==> src/core/psc_pkg.sv <==
// Purpose: shared constants for the positioning start/completion link
// Assumes: 250 MHz control clock
// Notes: times kept in microseconds, cycle counts derived here
package psc_pkg;
    localparam int CLK_MHZ = 250;
    localparam int START_DELAY_MAX_US = 3000;
    localparam int START_PULSE_MIN_US = 6000;
    // longest time rounds down
    localparam int START_DELAY_CYC = START_DELAY_MAX_US * CLK_MHZ;
    // least time rounds up (integral here)
    localparam int START_PULSE_CYC = START_PULSE_MIN_US * CLK_MHZ;
    localparam int POS_W = 24;
    localparam int TRQ_W = 16;
    localparam logic [POS_W-1:0] IN_POS_RANGE_RST = 24'h00_0064;
    localparam logic [POS_W-1:0] ROUGH_RANGE_RST = 24'h00_0000;
    localparam logic [TRQ_W-1:0] TRQ_LIMIT_RST = 16'h03E8;
    typedef enum logic [2:0] {
        PSC_IDLE = 3'b001,
        PSC_WAIT = 3'b010,
        PSC_RUN = 3'b100
    } psc_dev_state_t;
    typedef enum logic [2:0] {
        PSC_H_IDLE = 3'b001,
        PSC_H_PULSE = 3'b010,
        PSC_H_DONE = 3'b100
    } psc_host_state_t;
endpackage : psc_pkg

==> src/core/psc_link_if.sv <==
// Purpose: discrete signals between controller and amplifier
// Assumes: single clock, all levels synchronous
// Notes: one modport per party
`timescale 1ns/10ps
`default_nettype none
interface psc_link_if;
    logic forwardStartIn;
    logic reverseStartIn;
    logic temporaryStopRestartIn;
    logic servoOnIn;
    logic forcedStopIn;
    logic readyOut;
    logic movementFinishOut;
    logic roughMatchOut;
    logic inPositionOut;
    modport device (
        input forwardStartIn, reverseStartIn, temporaryStopRestartIn, servoOnIn, forcedStopIn,
        output readyOut, movementFinishOut, roughMatchOut, inPositionOut
    );
    modport ctrl (
        output forwardStartIn, reverseStartIn, temporaryStopRestartIn, servoOnIn, forcedStopIn,
        input readyOut, movementFinishOut, roughMatchOut, inPositionOut
    );
endinterface : psc_link_if
`default_nettype wire

==> src/core/psc_device.sv <==
// Purpose: amplifier end: start acceptance, completion outputs, torque clamp
// Assumes: position command and feedback come from the motion core as counts
// Notes: alarm and main power arrive as plain levels
// Notes on behaviour
// starts ignored before main power established
// controller gates starts with ready output
// start only on off-to-on edge
// start processing within 3 ms
// controller holds start pulses 6 ms
// no new start while operating
// next start after finish or rough-match (controller waits on movement finish only)
// resume servo-on after stop asserts completion outputs
// controller confirms point table before restart
// movement finish only with servo on
// movement finish low while commanding
// rough match servo on, not during operation
// in-position from feedback vs range
// torque clamped to forward/reverse limits
// edge detect by sample compare, one-cycle request
`timescale 1ns/10ps
`default_nettype none
module psc_device
    import psc_pkg::*;
#(
    parameter int DELAY_CYC = START_DELAY_CYC
) (
    // clock and reset
    input wire logic clk,
    input wire logic rst_n,
    // link to controller
    psc_link_if.device link,
    // amplifier status
    input wire logic mainPowerOkIn,
    input wire logic alarmIn,
    // parameters
    input wire logic [POS_W-1:0] inPositionRangeParam,
    input wire logic [POS_W-1:0] roughMatchRangeParam,
    input wire logic [TRQ_W-1:0] forwardTorqueLimitParam,
    input wire logic [TRQ_W-1:0] reverseTorqueLimitParam,
    // motion core
    input wire logic cmdDoneIn,
    input wire logic [POS_W-1:0] cmdRemainIn,
    input wire logic [POS_W-1:0] droopIn,
    input wire logic signed [TRQ_W:0] torqueReqIn,
    output logic startPulse,
    output logic startReverse,
    output logic operating,
    output logic signed [TRQ_W:0] torqueCmd
);
    psc_dev_state_t state_r;
    logic [31:0] delayCnt_r;
    logic stopped_r;
    logic servoOk;
    logic [1:0] startLvl;
    logic [1:0] startEdge;
    logic fwdEdge, revEdge;
    logic stopCond;
    logic accept;
    logic idleNow;
    logic inRange;
    logic holdDone;
    logic signed [TRQ_W:0] fwdLimit;
    logic signed [TRQ_W:0] revLimit;

    assign servoOk = link.servoOnIn && !link.forcedStopIn && !alarmIn;
    assign stopCond = !servoOk;
    // index 0 forward, index 1 reverse
    assign startLvl = {link.reverseStartIn, link.forwardStartIn};
    assign fwdEdge = startEdge[0];
    assign revEdge = startEdge[1];

    generate
        for (genvar g = 0; g < 2; g++) begin : g_edge
            logic prev_r;
            always_ff @(posedge clk) begin
                if (!rst_n) begin
                    prev_r <= 1'b0;
                end else begin
                    // sample every cycle so a held level never retriggers
                    prev_r <= startLvl[g];
                end
            end
            assign startEdge[g] = startLvl[g] && !prev_r;
        end
    endgenerate

    // edges before main power, with servo off or while paused are dropped
    assign accept = (fwdEdge || revEdge) && mainPowerOkIn && servoOk
        && !link.temporaryStopRestartIn;

    // accepted start state machine
    always_ff @(posedge clk) begin
        if (!rst_n) begin
            state_r <= PSC_IDLE;
            delayCnt_r <= '0;
            startPulse <= 1'b0;
            startReverse <= 1'b0;
        end else begin
            startPulse <= 1'b0;
            case (state_r)
                PSC_IDLE: begin
                    if (accept) begin
                        state_r <= PSC_WAIT;
                        startReverse <= revEdge && !fwdEdge;
                        delayCnt_r <= '0;
                    end
                end
                PSC_WAIT: begin
                    if (stopCond) begin
                        state_r <= PSC_IDLE;
                    end else if (delayCnt_r >= 32'(DELAY_CYC - 1) || delayCnt_r >= 32'h0000_0001) begin
                        startPulse <= 1'b1;
                        state_r <= PSC_RUN;
                    end else begin
                        delayCnt_r <= delayCnt_r + 32'h0000_0001;
                    end
                end
                PSC_RUN: begin
                    // new edges are ignored here
                    if (stopCond || cmdDoneIn) begin
                        state_r <= PSC_IDLE;
                    end
                end
                default: state_r <= PSC_IDLE;
            endcase
        end
    end

    // abort memory: set wins over the clear by a new start
    always_ff @(posedge clk) begin
        if (!rst_n) begin
            stopped_r <= 1'b0;
        end else if (stopCond && state_r != PSC_IDLE) begin
            stopped_r <= 1'b1;
        end else if (state_r == PSC_WAIT) begin
            stopped_r <= 1'b0;
        end
    end

    always_ff @(posedge clk) begin
        if (!rst_n) begin
            operating <= 1'b0;
        end else begin
            operating <= (state_r != PSC_IDLE) && !stopCond && !cmdDoneIn;
        end
    end

    assign idleNow = (state_r == PSC_IDLE);
    assign inRange = (droopIn <= inPositionRangeParam);
    // after an aborted move the outputs report done once servo is on again, until the next start
    assign holdDone = stopped_r && idleNow;

    always_ff @(posedge clk) begin
        if (!rst_n) begin
            link.readyOut <= 1'b0;
        end else begin
            link.readyOut <= mainPowerOkIn && servoOk;
        end
    end

    always_ff @(posedge clk) begin
        if (!rst_n) begin
            link.movementFinishOut <= 1'b0;
        end else if (!servoOk) begin
            link.movementFinishOut <= 1'b0;
        end else if (holdDone) begin
            link.movementFinishOut <= 1'b1;
        end else begin
            link.movementFinishOut <= idleNow && inRange;
        end
    end

    // range 0 means rough match only once the command is fully out
    always_ff @(posedge clk) begin
        if (!rst_n) begin
            link.roughMatchOut <= 1'b0;
        end else if (!servoOk) begin
            link.roughMatchOut <= 1'b0;
        end else if (holdDone) begin
            link.roughMatchOut <= 1'b1;
        end else begin
            link.roughMatchOut <= idleNow && (cmdRemainIn <= roughMatchRangeParam);
        end
    end

    // in-position follows feedback droop, also while a move runs
    always_ff @(posedge clk) begin
        if (!rst_n) begin
            link.inPositionOut <= 1'b0;
        end else if (!servoOk) begin
            link.inPositionOut <= 1'b0;
        end else if (holdDone) begin
            link.inPositionOut <= 1'b1;
        end else begin
            link.inPositionOut <= inRange;
        end
    end

    assign fwdLimit = $signed({1'b0, forwardTorqueLimitParam});
    assign revLimit = -$signed({1'b0, reverseTorqueLimitParam});

    // clamp applied every cycle, not only while operating
    always_ff @(posedge clk) begin
        if (!rst_n) begin
            torqueCmd <= '0;
        end else if (torqueReqIn > fwdLimit) begin
            torqueCmd <= fwdLimit;
        end else if (torqueReqIn < revLimit) begin
            torqueCmd <= revLimit;
        end else begin
            torqueCmd <= torqueReqIn;
        end
    end
endmodule : psc_device
`default_nettype wire

==> src/flat_wrapper.sv <==
// flat-port wrapper written by rule: the top's interface ports become plain ports
module psc_device_flat import psc_pkg::*;
#(
    parameter int DELAY_CYC = START_DELAY_CYC
)
  (clk, rst_n, mainPowerOkIn, alarmIn, inPositionRangeParam, roughMatchRangeParam, forwardTorqueLimitParam, reverseTorqueLimitParam, cmdDoneIn, cmdRemainIn, droopIn, torqueReqIn, startPulse, startReverse, operating, torqueCmd, link_forwardStartIn, link_reverseStartIn, link_temporaryStopRestartIn, link_servoOnIn, link_forcedStopIn, link_readyOut, link_movementFinishOut, link_roughMatchOut, link_inPositionOut);
  psc_link_if link_i ();
  input wire logic clk;
  input wire logic rst_n;
  input wire logic mainPowerOkIn;
  input wire logic alarmIn;
  input wire logic [POS_W-1:0] inPositionRangeParam;
  input wire logic [POS_W-1:0] roughMatchRangeParam;
  input wire logic [TRQ_W-1:0] forwardTorqueLimitParam;
  input wire logic [TRQ_W-1:0] reverseTorqueLimitParam;
  input wire logic cmdDoneIn;
  input wire logic [POS_W-1:0] cmdRemainIn;
  input wire logic [POS_W-1:0] droopIn;
  input wire logic signed [TRQ_W:0] torqueReqIn;
  output logic startPulse;
  output logic startReverse;
  output logic operating;
  output logic signed [TRQ_W:0] torqueCmd;
  input wire logic [$bits(link_i.forwardStartIn)-1:0] link_forwardStartIn;
  input wire logic [$bits(link_i.reverseStartIn)-1:0] link_reverseStartIn;
  input wire logic [$bits(link_i.temporaryStopRestartIn)-1:0] link_temporaryStopRestartIn;
  input wire logic [$bits(link_i.servoOnIn)-1:0] link_servoOnIn;
  input wire logic [$bits(link_i.forcedStopIn)-1:0] link_forcedStopIn;
  output wire logic [$bits(link_i.readyOut)-1:0] link_readyOut;
  output wire logic [$bits(link_i.movementFinishOut)-1:0] link_movementFinishOut;
  output wire logic [$bits(link_i.roughMatchOut)-1:0] link_roughMatchOut;
  output wire logic [$bits(link_i.inPositionOut)-1:0] link_inPositionOut;
  assign link_i.forwardStartIn = link_forwardStartIn;
  assign link_i.reverseStartIn = link_reverseStartIn;
  assign link_i.temporaryStopRestartIn = link_temporaryStopRestartIn;
  assign link_i.servoOnIn = link_servoOnIn;
  assign link_i.forcedStopIn = link_forcedStopIn;
  assign link_readyOut = link_i.readyOut;
  assign link_movementFinishOut = link_i.movementFinishOut;
  assign link_roughMatchOut = link_i.roughMatchOut;
  assign link_inPositionOut = link_i.inPositionOut;
  psc_device #(.DELAY_CYC(DELAY_CYC)) u_core (.clk(clk), .rst_n(rst_n), .link(link_i), .mainPowerOkIn(mainPowerOkIn), .alarmIn(alarmIn), .inPositionRangeParam(inPositionRangeParam), .roughMatchRangeParam(roughMatchRangeParam), .forwardTorqueLimitParam(forwardTorqueLimitParam), .reverseTorqueLimitParam(reverseTorqueLimitParam), .cmdDoneIn(cmdDoneIn), .cmdRemainIn(cmdRemainIn), .droopIn(droopIn), .torqueReqIn(torqueReqIn), .startPulse(startPulse), .startReverse(startReverse), .operating(operating), .torqueCmd(torqueCmd));
endmodule
==> config.mk <==
export PLATFORM = sky130hd
export DESIGN_NAME = psc_device_flat
export DESIGN_NICKNAME = d
export VERILOG_FILES = /design/src/core/psc_pkg.sv /design/src/core/psc_link_if.sv /design/src/core/psc_device.sv /design/src/flat_wrapper.sv
export SDC_FILE = /design/constraint.sdc
export NUM_CORES = 1
export LEC_CHECK = 0
export ABC_CLOCK_PERIOD_IN_PS = 5460
export BUFFER_PORTS_ARGS = -buffer_cell sky130_fd_sc_hd__buf_2
export CORE_ASPECT_RATIO = 1.25
export CORE_UTILIZATION = 50
export CTS_CLUSTER_DIAMETER = 100
export CTS_CLUSTER_SIZE = 10
export DETAILED_ROUTE_END_ITERATION = 10
export HOLD_SLACK_MARGIN = 0.06
export PLACE_DENSITY = 0.83
export RECOVER_POWER = 100
export SETUP_SLACK_MARGIN = 0.5
export SYNTH_ARGS = -nofsm -noshare
export SYNTH_HDL_FRONTEND = slang
export SYNTH_SLANG_ARGS = --single-unit
==> constraint.sdc <==
create_clock -name clk -period 5.46 [get_ports clk]
set_input_delay 1.092 -clock clk [delete_from_list [all_inputs] [get_ports clk]]
set_output_delay 1.092 -clock clk [all_outputs]
set_load 0.005 [all_outputs]
==> qor.yml <==
synth_fa_ha_area_share_pct: 22.4
r2r-end: "u_core.delayCnt_r[14]$_SDFFE_PN0P_"
peakVddDrop_uv: 334
critPathKind: "primary input to flip-flop"
drv_slew: 0
slew-limit-headroom_pct: 28.2
cts_max_level: 3
synth_top_family_by_area: "adder cells"
core_area_sq_mm: 0.00913
antenna_found_initial: 0
synth_mux_area_share_pct: 4.72
route.detailed.drc: 0
cp_cell_sequence: "clkbuf_1, nor4_1, nand3_1, or2_2, xnor2_1, ha_1, nand4_1, a2111oi_0, a2111oi_4, xnor2_1, clkbuf_1, mux2_1, o2bb2ai_2"
vias: 4607
worstSkewPairLatency_ps: 330
grt_max_degree: 35
hold_viol: 0
drive_gt1_share_pct: 27.1
hold_path_startpoint: "u_core.delayCnt_r[15]$_SDFFE_PN0P_"
synth-compound-area-share_pct: 16.7
numPortBuffers: 178
netlist_area_sq_mm: 0.00469
post_cts_resized: 0
min_period_ps: 4480
area_growth_pct: 27.6
p_total_mw: 1.32
rr_startpoint: "u_core.delayCnt_r[1]$_SDFFE_PN0P_"
rows: 39
fin_skew_ps: 9.71
die_w_um: 88.6
tightestPinTransition_ps: 1080
cp_slowest_cell: "a2111oi_0"
p_leak_nw: 3.24
p_per_area_mw_per_mm2: 221
clock_sinks: 62
wl_per_cell_um: 13.9
worstPathRequired_ps: 5720
hp-class: "flip-flop to flip-flop"
whs_path_depth: 2
critPathMaxStageDelay_ps: 650
start_kind: "primary input"
max-cap-violations: 0
synth_xor_area_share_pct: 2.78
dr.first_iter.drc_count: 143
synth_cells: 545
cts_hold_buf: 0
n_antenna_cell: 0
ff2ff_path_depth: 9
clock_path_buffers: 2
rrSetupSlack_ps: 3150
initial_core_util_pct: 51.4
fmax_mhz: 223
final-setup-viol-count: 0
syn_area_per_cell_sq_um: 8.60
holdPathEnd: "u_core.delayCnt_r[15]$_SDFFE_PN0P_"
cts_tree: "done"
overflow: 0
fin_util_pct: 65.5
drt-total-wl_mm: 11.9
setup_tns_ps: 0
post_cts_buffers: 0
viasPerCell: 5.38
synth-seq-cells: 62
rsz0062_at_grt: "no"
nNetsFinal: 969
drtPass1Iterations: 4
yosys.area_share.simple_pct: 19.1
die_area_sq_mm: 0.00977
worst_setup_path_end_kind: "flip-flop"
yosys_warnings: 0
cts_buffers: 9
die_h_um: 110
root_buffer: "clkbuf_16"
syn_nets: 784
ys_types: 49
io_pins: 179
grt_usage_pct: 25.3
grt_pass1_wl_mm: 19.1
crit_fanout: 6
place.gp.congestion: 0.854
hpwlAfterDp_mm: 9.88
clk_pin_slew_worst_paths_ps: 50
status: "completed"
grt_pass1_vias: 4659
fin_crit_sh_pct: 82.0
crit_arrival_ps: 4740
seq_area_frac_synth_pct: 26.5
postRouteAntennaNets: 0
## metal layers
layer  routed length (um)  vias to the layer above  GRT usage, %
met1                 4560                     2099          23.1
li1                     -                     2306             -
met2                 6270                      179          50.9
met3                  753                       23          6.55
met4                  310                        0          11.5
met5                    0                        -             0
## synth_stat cells, drive strengths merged
master / number / area share, %
or3b: 2 / 0.37
or3: 1 / 0.13
o31ai: 1 / 0.16
a31oi: 3 / 0.40
a21o: 16 / 2.6
a21boi: 1 / 0.16
nand4: 16 / 2.1
xor2: 9 / 1.7
or2: 4 / 0.53
clkbuf: 7 / 0.56
o2bb2ai: 16 / 3.8
nor3: 10 / 1.1
a41oi: 1 / 0.19
o41ai: 1 / 0.19
nand2b: 5 / 0.67
a21oi: 29 / 3.1
xnor2: 5 / 1.1
nor4: 10 / 1.3
o211ai: 4 / 0.64
buf: 1 / 0.24
nor4b: 2 / 0.37
dfxtp: 62 / 26
a211o: 2 / 0.37
inv: 87 / 7.0
nor2: 39 / 3.1
mux2i: 3 / 0.64
nor2b: 12 / 1.6
a2111oi: 3 / 1.0
or4: 1 / 0.16
and4: 3 / 0.56
mux2: 15 / 4.1
a211oi: 6 / 0.96
nand2: 16 / 1.3
ha: 84 / 22
a22o: 1 / 0.19
o31a: 1 / 0.19
o22ai: 1 / 0.13
nor3b: 4 / 0.64
nand3: 7 / 0.75
and3: 28 / 3.7
a22oi: 1 / 0.16
and2: 5 / 0.67
o21ai: 13 / 1.4
o21a: 7 / 1.1
## worst max-delay path: cells and delay by family
family,cells,cell delay (ps)
XOR/XNOR,2,390
buffers and inverters,2,490
AND/OR/NAND/NOR,4,1130
multiplexers,1,380
adder cells (fa/ha/maj),1,320
AO/OA/AOI/OAI,3,930
## cells by family after synthesis
| family | after synthesis |
|---|---|
| muxes | 18 |
| xor gates and xnor gates | 14 |
| and+or+nand+nor | 165 |
| DFF | 62 |
| AOI/OAI and AO/OA | 107 |
| buffers and inverters | 95 |
| adders and majority gates | 84 |
## metrics by stage
stage                     cell area [sq um]  instances  hold WS (ps)  setup WS [ps]
after floorplan                        4690        545           430           1210
after global placement                 5740        842           451           1140
after detailed placement               5740        842           458           1000
after CTS                              6030        857           469           1330
after global routing                   5980        857           492            699
final                                  5980        857           470            984
## flip-flops by register name, indices dropped and copies added, names as in the netlist
register and count:
u_core.link.roughMatchOut 1, u_core.g_edge.prev_r 2, u_core.link.readyOut 1, u_core.torqueCmd 17, u_core.startReverse 1, u_core.link.inPositionOut 1
u_core.delayCnt_r 32, u_core.link.movementFinishOut 1, u_core.state_r 3, u_core.stopped_r 1, u_core.startPulse 1, u_core.operating 1
## power breakdown
group          internal (mW)  switching (mW)
Sequential             0.469         0.00527
Combinational          0.144           0.147
Clock                  0.361           0.194
## how the worst max path moves through the flow
stage	startpoint	end	slack, ps	depth (start not counted)
final	reverseTorqueLimitParam[6]	u_core.torqueCmd[12]$_SDFF_PN0_	980	13
after global placement	reverseTorqueLimitParam[6]	u_core.torqueCmd[8]$_SDFF_PN0_	1140	13
after floorplan	reverseTorqueLimitParam[10]	u_core.torqueCmd[10]$_SDFF_PN0_	1210	12
after detailed placement	reverseTorqueLimitParam[6]	u_core.torqueCmd[8]$_SDFF_PN0_	1000	13
after CTS	reverseTorqueLimitParam[6]	u_core.torqueCmd[5]$_SDFF_PN0_	1330	13
after global routing	reverseTorqueLimitParam[6]	u_core.torqueCmd[10]$_SDFF_PN0_	700	13
## layout make-up
class / count / area (sq um)
multi-input cells: 388 / 3070
fillers: 761 / 3140
flip-flops and latches: 62 / 1240
clock inverters: 4 / 47.5
clock buffers: 11 / 243
well taps: 123 / 154
inverters: 87 / 327
repair buffers: 182 / 898
## cells in the final DEF (no fill, tap or decap), types with 5 or more instances in the layout
master,instances
a21oi_1,29
o2bb2ai_1,10
dfxtp_1,62
o2bb2ai_2,6
nand2b_1,5
nand4_1,16
clkbuf_16,9
o21ai_0,13
ha_1,84
clkbuf_1,17
nor2_1,39
inv_1,87
nor4_1,10
nand3_1,7
xnor2_1,5
mux2_1,11
o21a_1,7
and3_1,28
a21o_1,16
a211oi_1,6
xor2_1,9
nor3_1,10
nand2_1,16
nor2b_1,12
buf_2,163
No activity file was read; power rests on OpenSTA's default activity.
